--- src/pkg/cell_rx_pkg.sv ---
// shared constants and carrier types for the cell and nibble receive port
package cell_rx_pkg;
  // ----------------------------------------------------------------
  // sizes and encodings
  // ----------------------------------------------------------------
  localparam int unsigned CELL_OCTETS   = 53;
  localparam int unsigned OCTET_W       = 8;
  localparam int unsigned NIBBLE_W      = 4;
  localparam int unsigned PHY_COUNT     = 4;
  localparam int unsigned PHY_SEL_W     = 2;
  localparam int unsigned CNT_W         = 6;
  localparam logic [5:0]  LAST_OCTET    = 6'h34;
  localparam logic [5:0]  FIRST_OCTET   = 6'h00;
  localparam logic        MODE_CELL     = 1'b0;
  localparam logic        MODE_NIBBLE   = 1'b1;
  localparam logic [7:0]  DATA_RST      = 8'h00;
  localparam logic [3:0]  NIB_RST       = 4'h0;

  // one received octet with its cell framing marks
  typedef struct packed {
    logic [7:0] data;
    logic       sop;
    logic       eop;
    logic [1:0] phy;
  } cell_octet_t;

  // one received nibble
  typedef struct packed {
    logic [3:0] data;
  } nibble_t;
endpackage

--- src/core/link_edge_sync.sv ---
// two-flop synchroniser with rising-edge detect for the link clock
module link_edge_sync (
  // clock and reset
  input  wire logic sys_clk,
  input  wire logic sys_rst,
  // async level in, synchronised level and rising-edge pulse out
  input  wire logic async_in,
  output logic      level_out,
  output logic      rise_pulse
);
  logic meta_r;
  logic sync_r;
  logic prev_r;

  always_ff @(posedge sys_clk) begin
    if (sys_rst) begin
      meta_r <= 1'b0;
      sync_r <= 1'b0;
      prev_r <= 1'b0;
    end else begin
      meta_r <= async_in;
      sync_r <= meta_r;
      prev_r <= sync_r;
    end
  end

  assign level_out  = sync_r;
  assign rise_pulse = sync_r & ~prev_r;
endmodule

--- src/core/cell_nibble_receive_port.sv ---
// receive port: delineates 53-octet cells or collects nibbles from a phy
// What this block does
// - octet bus bit 7 MSB, bit 0 LSB
// - every cell is exactly 53 octets
// - nibble data on lines 0 to 3
// - line 3 is nibble MSB
module cell_nibble_receive_port
  import cell_rx_pkg::*;
(
  // clock and reset
  input  wire logic                          sys_clk,
  input  wire logic                          sys_rst,
  // configuration
  input  wire logic                          mode_nibble,
  input  wire logic [cell_rx_pkg::PHY_SEL_W-1:0] phy_sel,
  input  wire logic                          rx_run,
  // link pins
  input  wire logic                          link_clk,
  input  wire logic [7:0]                    rx_data_pin,
  output logic [cell_rx_pkg::PHY_COUNT-1:0]  rx_enable_n,
  // user side
  output cell_rx_pkg::cell_octet_t           octet_out,
  output logic                               octet_valid,
  output cell_rx_pkg::nibble_t               nibble_out,
  output logic                               nibble_valid,
  output logic                               phy_busy
);
  import cell_rx_pkg::*;

  // ----------------------------------------------------------------
  // pin sampling
  // ----------------------------------------------------------------
  logic       clk_lvl;
  logic       clk_rise;
  logic [7:0] data_meta_r;
  logic [7:0] data_sync_r;

  link_edge_sync u_clk_sync (
    .sys_clk    (sys_clk),
    .sys_rst    (sys_rst),
    .async_in   (link_clk),
    .level_out  (clk_lvl),
    .rise_pulse (clk_rise)
  );

  // data goes through two flops, matching the clock path delay
  always_ff @(posedge sys_clk) begin
    if (sys_rst) begin
      data_meta_r <= DATA_RST;
      data_sync_r <= DATA_RST;
    end else begin
      data_meta_r <= rx_data_pin;
      data_sync_r <= data_meta_r;
    end
  end

  // ----------------------------------------------------------------
  // receive state
  // ----------------------------------------------------------------
  typedef enum logic [1:0] {ST_IDLE, ST_CELL, ST_NIBBLE} state_t;
  state_t                state_r;
  logic [CNT_W-1:0]      cnt_r;
  logic [PHY_SEL_W-1:0]  phy_r;
  logic                  mode_r;

  // phy and mode are latched only between cells so a cell never splits
  always_ff @(posedge sys_clk) begin
    if (sys_rst) begin
      state_r <= ST_IDLE;
      cnt_r   <= FIRST_OCTET;
      phy_r   <= '0;
      mode_r  <= MODE_CELL;
    end else begin
      case (state_r)
        ST_IDLE: begin
          cnt_r <= FIRST_OCTET;
          if (rx_run) begin
            phy_r   <= phy_sel;
            mode_r  <= mode_nibble;
            state_r <= (mode_nibble == MODE_NIBBLE) ? ST_NIBBLE : ST_CELL;
          end
        end
        ST_CELL: begin
          if (clk_rise) begin
            if (cnt_r == LAST_OCTET) begin
              cnt_r <= FIRST_OCTET;
              if (!rx_run || phy_sel != phy_r || mode_nibble != mode_r) begin
                state_r <= ST_IDLE;
              end
            end else begin
              cnt_r <= cnt_r + 6'h01;
            end
          end
        end
        ST_NIBBLE: begin
          if (!rx_run || mode_nibble != MODE_NIBBLE) begin
            state_r <= ST_IDLE;
          end
        end
        default: state_r <= ST_IDLE;
      endcase
    end
  end

  // ----------------------------------------------------------------
  // enable: one-hot, active low
  // ----------------------------------------------------------------
  // only in cell mode; idle cells keep the stream gapless so no
  // valid qualifier is needed from the phy
  always_comb begin
    rx_enable_n = '1;
    if (state_r == ST_CELL) begin
      rx_enable_n[phy_r] = 1'b0;
    end
  end
  assign phy_busy = (state_r != ST_IDLE);

  // ----------------------------------------------------------------
  // output capture
  // ----------------------------------------------------------------
  always_ff @(posedge sys_clk) begin
    if (sys_rst) begin
      octet_out   <= '0;
      octet_valid <= 1'b0;
    end else begin
      octet_valid <= (state_r == ST_CELL) && clk_rise;
      if ((state_r == ST_CELL) && clk_rise) begin
        octet_out.data <= data_sync_r[7:0];
        octet_out.sop  <= (cnt_r == FIRST_OCTET);
        octet_out.eop  <= (cnt_r == LAST_OCTET);
        octet_out.phy  <= phy_r;
      end
    end
  end

  always_ff @(posedge sys_clk) begin
    if (sys_rst) begin
      nibble_out   <= '{data: NIB_RST};
      nibble_valid <= 1'b0;
    end else begin
      nibble_valid <= (state_r == ST_NIBBLE) && clk_rise;
      if ((state_r == ST_NIBBLE) && clk_rise) begin
        nibble_out.data <= data_sync_r[3:0];
      end
    end
  end
endmodule

--- config.mk ---
export PLATFORM = sky130hd
export DESIGN_NAME = cell_nibble_receive_port
export DESIGN_NICKNAME = d
export VERILOG_FILES = /design/src/pkg/cell_rx_pkg.sv /design/src/core/link_edge_sync.sv /design/src/core/cell_nibble_receive_port.sv
export SDC_FILE = /design/constraint.sdc
export NUM_CORES = 1
export LEC_CHECK = 0
export ABC_AREA = 1
export ABC_CLOCK_PERIOD_IN_PS = 3600
export BUFFER_PORTS_ARGS = -buffer_cell sky130_fd_sc_hd__buf_2
export CAP_MARGIN = 10
export CORE_UTILIZATION = 50
export DETAILED_ROUTE_END_ITERATION = 8
export PLACE_DENSITY_LB_ADDON = 0.12
export REMOVE_ABC_BUFFERS = 1
export SETUP_SLACK_MARGIN = 0.4
export SLEW_MARGIN = 20
export SYNTH_ARGS = -nofsm -noshare
export SYNTH_HDL_FRONTEND = slang
export SYNTH_SLANG_ARGS = --single-unit
--- constraint.sdc ---
create_clock -name sys_clk -period 3.6 [get_ports sys_clk]
set_input_delay 0.72 -clock sys_clk [delete_from_list [all_inputs] [get_ports sys_clk]]
set_output_delay 0.72 -clock sys_clk [all_outputs]
set_load 0.01 [all_outputs]
==> flow_summary.toml, run 1 <==
[floorplan]
die-area_um2 = 3900
start_util = 0.536
ios = 38
chipHeight_um = 62.5
core-area_um2 = 3420
die_w_um = 62.5
rows = 21

[logic_synthesis]
synth_seq_area_share = 0.525
async_reset_ff_frac = 0
ys_top_cells_by_area = "dfxtp_1 (53%), nor2_1 (12%), inv_1 (7.4%), o21ai_0 (4.9%), nand2_1 (4.7%)"
ys_types = 29
synth_edf_count = 0
synth_top_cell_by_area = "dfxtp_1"
yosysMostFrequentCell = "nor2_1"
ys_ff_latch = 48
synth_cells = 234
syn_area_per_cell_um2 = 7.82
ys_warn_count = 0
synth_ff_type = "dfxtp_1"
synth_area_um2 = 1830
yosysTopAreaCellShare = 0.525
yosys-top-cells-count = "nor2_1 (59), dfxtp_1 (48), inv_1 (36)"

[sta]
slew_headroom = 0.621
worst_pin_slew_ns = 0.568
maxSlewViolCount = 0
hold_viol_final = 0
max_freq_ghz = 0.521
setup_violations = 0
holdWs_ns = 0.410
setup_slack_ns = 1.68
min_period_ns = 1.92
rsz0062_at_grt = "false"
tns_ns = 0
period_share = 0.533
skew_ns = 0.00854

[detailed_routing]
postRouteWirelength_mm = 3.12
viasPerCell = 4.56
drc = 0
final_antenna_net_count = 0
dr.pass1.iters = 4
initialDrtViolationCount = 92
detail_route.wl_per_cell_um = 9.82
vias = 1449

[min_path]
holdPathStages = 2
holdPathEnd = "data_sync_r[1]$_SDFF_PP0_"
hold_start = "data_meta_r[1]$_SDFF_PP0_"
hold_class = "reg -> reg"

[setup_path]
cp.required_ns = 2.88
crit_slowest_cell = "dfxtp_1"
critPathKind = "reg -> out"
cpLargestDelayFamily = "buffers and inverters"
cp.arrival_ns = 1.20
path_cells = "inv_1 -> nand2_2 -> inv_4 -> nand3_1 -> buf_2"
critPathMaxFanout = 10
worstReg2RegEnd = "cnt_r[1]$_SDFFE_PP0P_"
worstSetupEndpointType = "output pin"
reg2reg_slack_ns = 2.03
worst-path-buf-inv = 3
slowest_delay_ns = 0.34
r2r-start = "state_r[1]$_SDFFE_PP0P_"
critPathLaunchType = "register"
r2r_cells = 9

[clock_tree]
cts_tree = "done"
root_buffer = "clkbuf_4"
cts_resized = 0
postCtsHoldBufs = 0
max-clock-path-buffers = 2
cts_max_level = 2
insertion_delay_ns = 0.37
cts_buffers = 5
numClockSinks = 48
clk_pin_slew_ns = 0.13
cts_setup_buffers = 0

[pwr]
ir_drop_mv = 0.328
p_leak_nw = 1.03
p_per_area_nw_per_um2 = 479
power_mw = 1.02

[cells_and_area]
fin_area_um2 = 2120
areaGrowthSynthToFinish_pct = 16.1
num_antenna_cells = 0
final_cells = 318
utilization = 0.622
num-nets-final = 288
drive_gt1_frac = 0.210

[place]
port_buffers = 37
place_ws_ns = 1.55
post-dp-hpwl_mm = 2.19
placed_area_um2 = 2030
place_congestion = 0.818
dp_cells = 310

[grt]
grt_pass1_wl_mm = 5.42
use_met2 = 0.265
met1_usage = 0.232
antenna_found_initial = 0
overflow = 0
gr-usage-met3 = 0.0493
grt_max_degree = 26
first_global_vias = 1283
grt.busiest_layer = "met2"
grt_usage = 0.178

[run]
maxCapViolations = 0

[outcome]
status = "finished clean"
==> placed cells by master, fill, tap and decap left out, types with 2 or more instances in the layout <==
master / n
nor2_1: 59
dfxtp_1: 48
buf_2: 37
inv_1: 36
nand2_1: 23
o21ai_0: 18
nand3_1: 13
a21oi_1: 8
clkbuf_4: 5
nand2_2: 4
ha_1: 2
==> power by group <==
group	total (mW)	switching, mW	internal, mW
combinational	0.116	0.0738	0.0424
clock	0.336	0.169	0.167
sequential	0.566	0.0122	0.554
==> worst max-delay path by stage <==
stage	startpoint	end	slack, ns	cells after the start
global placement	sys_rst	cnt_r[1]$_SDFFE_PP0P_	1.57	6
global route	state_r[1]$_SDFFE_PP0P_	rx_enable_n[3]	1.58	5
finish	state_r[1]$_SDFFE_PP0P_	rx_enable_n[1]	1.68	5
CTS	state_r[1]$_SDFFE_PP0P_	rx_enable_n[1]	1.66	5
floorplan	sys_rst	cnt_r[1]$_SDFFE_PP0P_	2.22	5
detailed placement	sys_rst	cnt_r[1]$_SDFFE_PP0P_	1.55	6
==> kinds of logic (layout without fill, tap and decap cells) <==
kind of cell               after synthesis  after routing  synth area share
adders and majority gates                2              2            0.0137
DFF                                     48             48             0.525
and+or+nand+nor                        108            108             0.268
xor gates and xnor gates                 1              1           0.00479
buffers and inverters                   45             83            0.0999
AOI/OAI and AO/OA                       30             30            0.0882
==> sequential cells by signal, summed over array words and instances (netlist names) <==
register / cells
cnt_r: 6
octet_out: 12
u_clk_sync.meta_r: 1
u_clk_sync.prev_r: 1
data_meta_r: 8
data_sync_r: 8
nibble_out: 4
nibble_valid: 1
octet_valid: 1
state_r: 2
u_clk_sync.level_out: 1
mode_r: 1
phy_r: 2
==> worst register-to-register path: cells and delay by family (launching register included) <==
kind / cells / cell delay, ns
flip-flops: 1 / 0.34
AO/OA/AOI/OAI: 1 / 0.05
AND/OR/NAND/NOR: 4 / 0.43
buffers and inverters: 4 / 0.69
==> cell type report <==
cell class	count	area (um^2)
Clock buffer	6	51.3
Clock inverter	2	38.8
Fill cell	318	1290
Inverter	38	145
Multi-Input combinational cell	141	686
Sequential cell	48	961
Tap cell	46	57.6
Timing Repair Buffer	37	185
==> metal layers <==
| layer | wire (um) | part of all wire |
|---|---|---|
| met1 | 1570 | 0.50 |
| met5 | 0 | 0 |
| met3 | 107 | 0.034 |
| met4 | 67 | 0.021 |
| met2 | 1380 | 0.44 |
Note: power is estimated with default switching activity, not from simulation.
==> run 2: changes to the inputs <==
Settings changed: ABC_AREA 1 to 0, ABC_CLOCK_PERIOD_IN_PS 3600 to 1700, CORE_UTILIZATION 50 to 47.
Clock period 3.6 ns to 1.7 ns, I/O delays scaled along.
==> run 2 against run 1 <==
Compared with the run above:
- via count is 2.3% lower
- sequential power is 110% higher
- highest routed layer unchanged
- cell area is 14% higher
==> flow_summary.toml, run 2 <==
[outcome]
status = "finished clean"

[sta]
rsz0062_at_grt = "true"
maxSlewViolCount = 0
max_freq_ghz = 0.645
setup_slack_ns = 0.150
hold_viol_final = 0
setup_violations = 0
period_share = 0.912
skew_ns = 0.00594
min_period_ns = 1.55
tns_ns = 0
slew_headroom = 0.734
worst_pin_slew_ns = 0.400

[cells_and_area]
final_cell_mix = "dfxtp_1 (39), buf_2 (37), nor2b_1 (22)"
largest_reg_flops = 12
num_antenna_cells = 0
num-nets-final = 262
drive_gt1_frac = 0.451
regArea_um2 = 980
multi_input_area_um2 = 855
reg_top3 = "octet_out (12), data_meta_r (8), data_sync_r (8)"
areaGrowthSynthToFinish_pct = 35.8
top_register = "octet_out"
final_common_cell = "dfxtp_1"
fillers = 308

[clock_tree]
max-clock-path-buffers = 2
cts_tree = "done"
numClockSinks = 48
cts_buffers = 5
cts_max_level = 2
root_buffer = "clkbuf_8"
insertion_delay_ns = 0.30
clk_pin_slew_ns = 0.08

[detailed_routing]
drc = 0
dr.pass1.iters = 4
postRouteWirelength_mm = 3.73
detail_route.wl_per_cell_um = 12.7
initialDrtViolationCount = 46
vias = 1416
final_antenna_net_count = 0
viasPerCell = 4.82

[pwr]
p_leak_nw = 0.979
power_mw = 2.05
ir_drop_mv = 0.651
p_per_area_nw_per_um2 = 848

[logic_synthesis]
async_reset_ff_frac = 0
synth_top_family_by_area = "simple AND/OR/NAND/NOR gates"
synth_ff_type = "dfxtp_1"
synth_fa_ha_area_frac = 0.0140
synth_cells = 185
ys_top_cells_by_area = "dfxtp_1 (54%), nor2b_1 (7.7%), nand2_1 (5.3%), mux2i_1 (3.9%), xnor2_1 (3.9%)"
yosysMostFrequentCell = "dfxtp_1"
synth_edf_count = 0
syn_area_per_cell_um2 = 9.64
synth_top_cell_by_area = "dfxtp_1"
synth_area_um2 = 1780
yosys.area_share.simple = 0.245
ys_types = 34
synth_seq_area_share = 0.539
synth_xor_xnor_area_share = 0.0393
yosys-top-cells-count = "dfxtp_1 (48), nand2_1 (25), nor2b_1 (22)"
ys_warn_count = 0
synth_compound_area_frac = 0.0835
synth.mux.area_fraction = 0.0393
ys_ff_latch = 48
yosysTopAreaCellShare = 0.539

[setup_path]
startpoint = "state_r[1]$_SDFFE_PP0P_"
cp.arrival_ns = 1.21
r2r-start = "state_r[1]$_SDFFE_PP0P_"
worstSetupEndpointType = "output pin"
cpLargestDelayFamily = "flip-flops"
critPathKind = "reg -> out"
critPathLaunchType = "register"
cp.required_ns = 1.36
critPathMaxFanout = 10
slowest_delay_ns = 0.33
worst-path-buf-inv = 2
crit_slowest_cell = "dfxtp_2"
path_cells = "buf_4 -> or2_2 -> buf_2"

[floorplan]
die_w_um = 63.6
chipHeight_um = 63.6
die-area_um2 = 4040
rows = 22
start_util = 0.487
ios = 38
core-area_um2 = 3660

[min_path]
hold_class = "in -> reg"
hold_start = "rx_data_pin[0]"

[place]
place_ws_ns = 0.228
place_congestion = 0.892
post-dp-hpwl_mm = 2.23
port_buffers = 37

[run]
maxCapViolations = 0

[grt]
overflow = 0
grt_usage = 0.192
grt_max_degree = 25
antenna_found_initial = 0
grt_pass1_wl_mm = 5.93
first_global_vias = 1366
run 2: changes by cell type after synthesis, moves of 4 or more:
cell / before / now
o21ai_0: 18 / 1
mux2i_1: 0 / 7
nor2b_1: 0 / 22
nand3_1: 13 / 3
clkbuf_1: 2 / 6
nor2_1: 59 / 18
xnor2_1: 0 / 8
inv_1: 36 / 4
a21oi_1: 8 / 13
nand2_2: 4 / 0
run 2: power breakdown:
group	total [mW]	internal, mW	leakage [nW]	switching (mW)
logic	0.195	0.105	0.538	0.0895
clock network	0.688	0.330	0.0445	0.358
registers	1.17	1.15	0.397	0.0190
total	2.05	1.59	0.979	0.466
run 2: final timing paths:
| check | to | cells past startpoint | slack, ns |
|---|---|---|---|
| worst max-delay path | phy_busy | 3 | 0.15 |
| worst min-delay path | data_meta_r[0]$_SDFF_PP0_ | 2 | 0.24 |
| worst max register to register | octet_out[5]$_SDFFE_PP0P_ | 7 | 0.33 |
| worst min register to register | octet_out[10]$_SDFFE_PP0P_ | 2 | 0.43 |
run 2: timing repair:
action,CTS,global route
gates resized for setup,35,17
cloned,1,1
pin swaps,8,12
setup buffers,6,14
endpoints found under the setup margin,27,31
hold buffers,0,0
run 2: logic make-up after synthesis:
| logic type | after synthesis |
|---|---|
| AO/OA/AOI/OAI | 22 |
| XOR/XNOR | 8 |
| adder cells (fa/ha/maj) | 2 |
| buffers and inverters | 15 |
| flip-flops | 48 |
| multiplexers | 7 |
| AND/OR/NAND/NOR | 83 |
run 2: layer usage:
| metal | global-route usage | up-vias | wire length, um |
|---|---|---|---|
| met5 | 0 | - | 0 |
| met4 | 0.0739 | 0 | 51 |
| met3 | 0.0688 | 6 | 156 |
| met2 | 0.313 | 26 | 1840 |
| met1 | 0.228 | 663 | 1680 |
| li1 | - | 721 | - |
run 2: final cells by class:
type | instances | share of cell area
Multi-Input combinational cell | 123 | 0.353
Clock inverter | 1 | 0.00310
Clock buffer | 7 | 0.0357
Tap cell | 48 | 0.0248
Sequential cell | 48 | 0.405
Timing Repair Buffer | 63 | 0.173
Inverter | 4 | 0.00620
run 2: per-stage QoR:
stage | std cells | cell area (um^2) | util | hold slack, ns
after global routing | 294 | 2420 | 0.661 | 0.239
after floorplan | 174 | 1730 | - | 0.409
final | 294 | 2420 | 0.661 | 0.243
after CTS | 279 | 2250 | 0.614 | 0.236
after detailed placement | 264 | 2010 | 0.549 | 0.427
after global placement | 264 | 2010 | 0.549 | 0.417
==> run 3: changes to the inputs <==
Settings changed: BUFFER_PORTS_ARGS -buffer_cell sky130_fd_sc_hd__buf_2 to unset, CORE_UTILIZATION 47 to 50, CTS_CLUSTER_DIAMETER set to 60, DONT_BUFFER_PORTS set to 1.
==> run 3 against run 2 <==
Compared with the run above:
- maximum frequency down 1.6%
- sequential share of layout area up 5.1 points
- hold slack worse by 0.21 ns
- clock-buffer cell count down 1
- wire length down 6.7%
- non-clock buffer count down 40
- combinational power down 25%
- critical endpoint is now rx_enable_n[0]
==> flow_summary.toml, run 3 (same netlist as run 2, synthesis figures left out) <==
[outcome]
status = "finished clean"

[floorplan]
die_w_um = 61.7
ios = 38
die-area_um2 = 3810
core-area_um2 = 3360
chipHeight_um = 61.7
rows = 21
start_util = 0.530

[detailed_routing]
detail_route.wl_per_cell_um = 13.9
initialDrtViolationCount = 54
drc = 0
vias = 1270
viasPerCell = 5.06
postRouteWirelength_mm = 3.48
final_antenna_net_count = 0
dr.pass1.iters = 4

[clock_tree]
cts_buffers = 5
max-clock-path-buffers = 2
numClockSinks = 48
root_buffer = "clkbuf_4"
cts_max_level = 2
cts_tree = "done"
insertion_delay_ns = 0.35
clk_pin_slew_ns = 0.14

[cells_and_area]
num-nets-final = 221
drive_gt1_frac = 0.273
areaGrowthSynthToFinish_pct = 20.2
regArea_um2 = 977
num_antenna_cells = 0
final_common_cell = "dfxtp_1"
fin_area_um2 = 2140
fillers = 302
largest_reg_flops = 12
reg_top3 = "octet_out (12), data_meta_r (8), data_sync_r (8)"
multi_input_area_um2 = 826
top_register = "octet_out"
final_cell_mix = "dfxtp_1 (41), nand2_1 (24), nor2b_1 (22)"

[sta]
max_freq_ghz = 0.635
setup_slack_ns = 0.125
skew_ns = 0.0123
rsz0062_at_grt = "true"
hold_viol_final = 0
maxSlewViolCount = 0
tns_ns = 0
setup_violations = 0
min_period_ns = 1.57
slew_headroom = 0.663
period_share = 0.926
worst_pin_slew_ns = 0.506

[setup_path]
critPathKind = "reg -> out"
r2r_cells = 7
worstSetupEndpointType = "output pin"
slowest_delay_ns = 0.36
cp.arrival_ns = 1.23
path_cells = "buf_6 -> nand2b_4 -> or3_4"
r2r-start = "state_r[1]$_SDFFE_PP0P_"
critPathLaunchType = "register"
startpoint = "state_r[0]$_SDFFE_PP0P_"
cp.required_ns = 1.36
critPathMaxFanout = 5
crit_slowest_cell = "dfxtp_2"

[place]
place_ws_ns = 0.251
post-dp-hpwl_mm = 2.00
port_buffers = 0
placed_area_um2 = 1820
place_congestion = 0.786

[min_path]
hold_start = "sys_rst"
hold_class = "in -> reg"
holdPathStages = 1

[grt]
grt_usage = 0.191
grt_pass1_wl_mm = 5.19
first_global_vias = 1174
overflow = 0
antenna_found_initial = 0
grt_max_degree = 45

[pwr]
p_leak_nw = 0.766
p_per_area_nw_per_um2 = 871
ir_drop_mv = 0.544

[run]
maxCapViolations = 0
## run 3: cell count changes in the layout (fill, tap and decap cells not counted), moves of 3 or more
cell / delta
buf_2: -37
nand2_1: +10
nand2_2: -9
clkbuf_4: +5
clkbuf_8: -5
nor2_2: -3
## run 3: worst paths after layout
| path | to | slack (ns) |
|---|---|---|
| setup / recovery | rx_enable_n[0] | 0.13 |
| setup reg to reg | cnt_r[3]$_SDFFE_PP0P_ | 0.26 |
| hold / removal | data_meta_r[0]$_SDFF_PP0_ | 0.04 |
| hold reg to reg | octet_out[9]$_SDFFE_PP0P_ | 0.44 |
## run 3: through the flow
step | std cells | total power, mW | hold slack (ns) | util
after floorplan | 174 | 1.27 | 0.409 | -
after global placement | 225 | 1.29 | 0.414 | 0.542
after detailed placement | 225 | 1.30 | 0.415 | 0.542
after CTS | 245 | 1.85 | 0.0208 | 0.606
after global routing | 251 | 1.96 | 0.00368 | 0.637
final | 251 | 1.87 | 0.0371 | 0.637
## run 3: repair_timing
item,CTS,global route
resized for setup,23,12
buffers inserted,12,5
pin swaps,10,7
setup endpoints to repair,27,29
hold endpoints to repair,0,2
hold buffers,0,1
## run 3: final cells by class
| class | instances | share of cell area |
|---|---|---|
| multi-input cells | 122 | 0.385 |
| well taps | 46 | 0.0269 |
| clock inverters | 2 | 0.00701 |
| repair buffers | 23 | 0.0940 |
| inverters | 4 | 0.00701 |
| flip-flops and latches | 48 | 0.456 |
| clock buffers | 6 | 0.0239 |
## run 3: critical path: cells and delay by family (launching register included)
| family | cells | cell delay, ns |
|---|---|---|
| DFF | 1 | 0.36 |
| and+or+nand+nor | 2 | 0.41 |
| buffers and inverters | 1 | 0.11 |
## run 3: report_power, final
part / internal, mW / switching [mW]
registers: 1.15 / 0.0182
clock network: 0.201 / 0.348
logic: 0.0844 / 0.0629
total: 1.44 / 0.430
## run 3: routing by layer
layer / global-route usage / vias to the layer above / wire (um)
li1: - / 636 / -
met1: 0.224 / 594 / 1520
met2: 0.303 / 31 / 1720
met3: 0.0766 / 9 / 179
met4: 0.0984 / 0 / 65
met5: 0 / - / 0
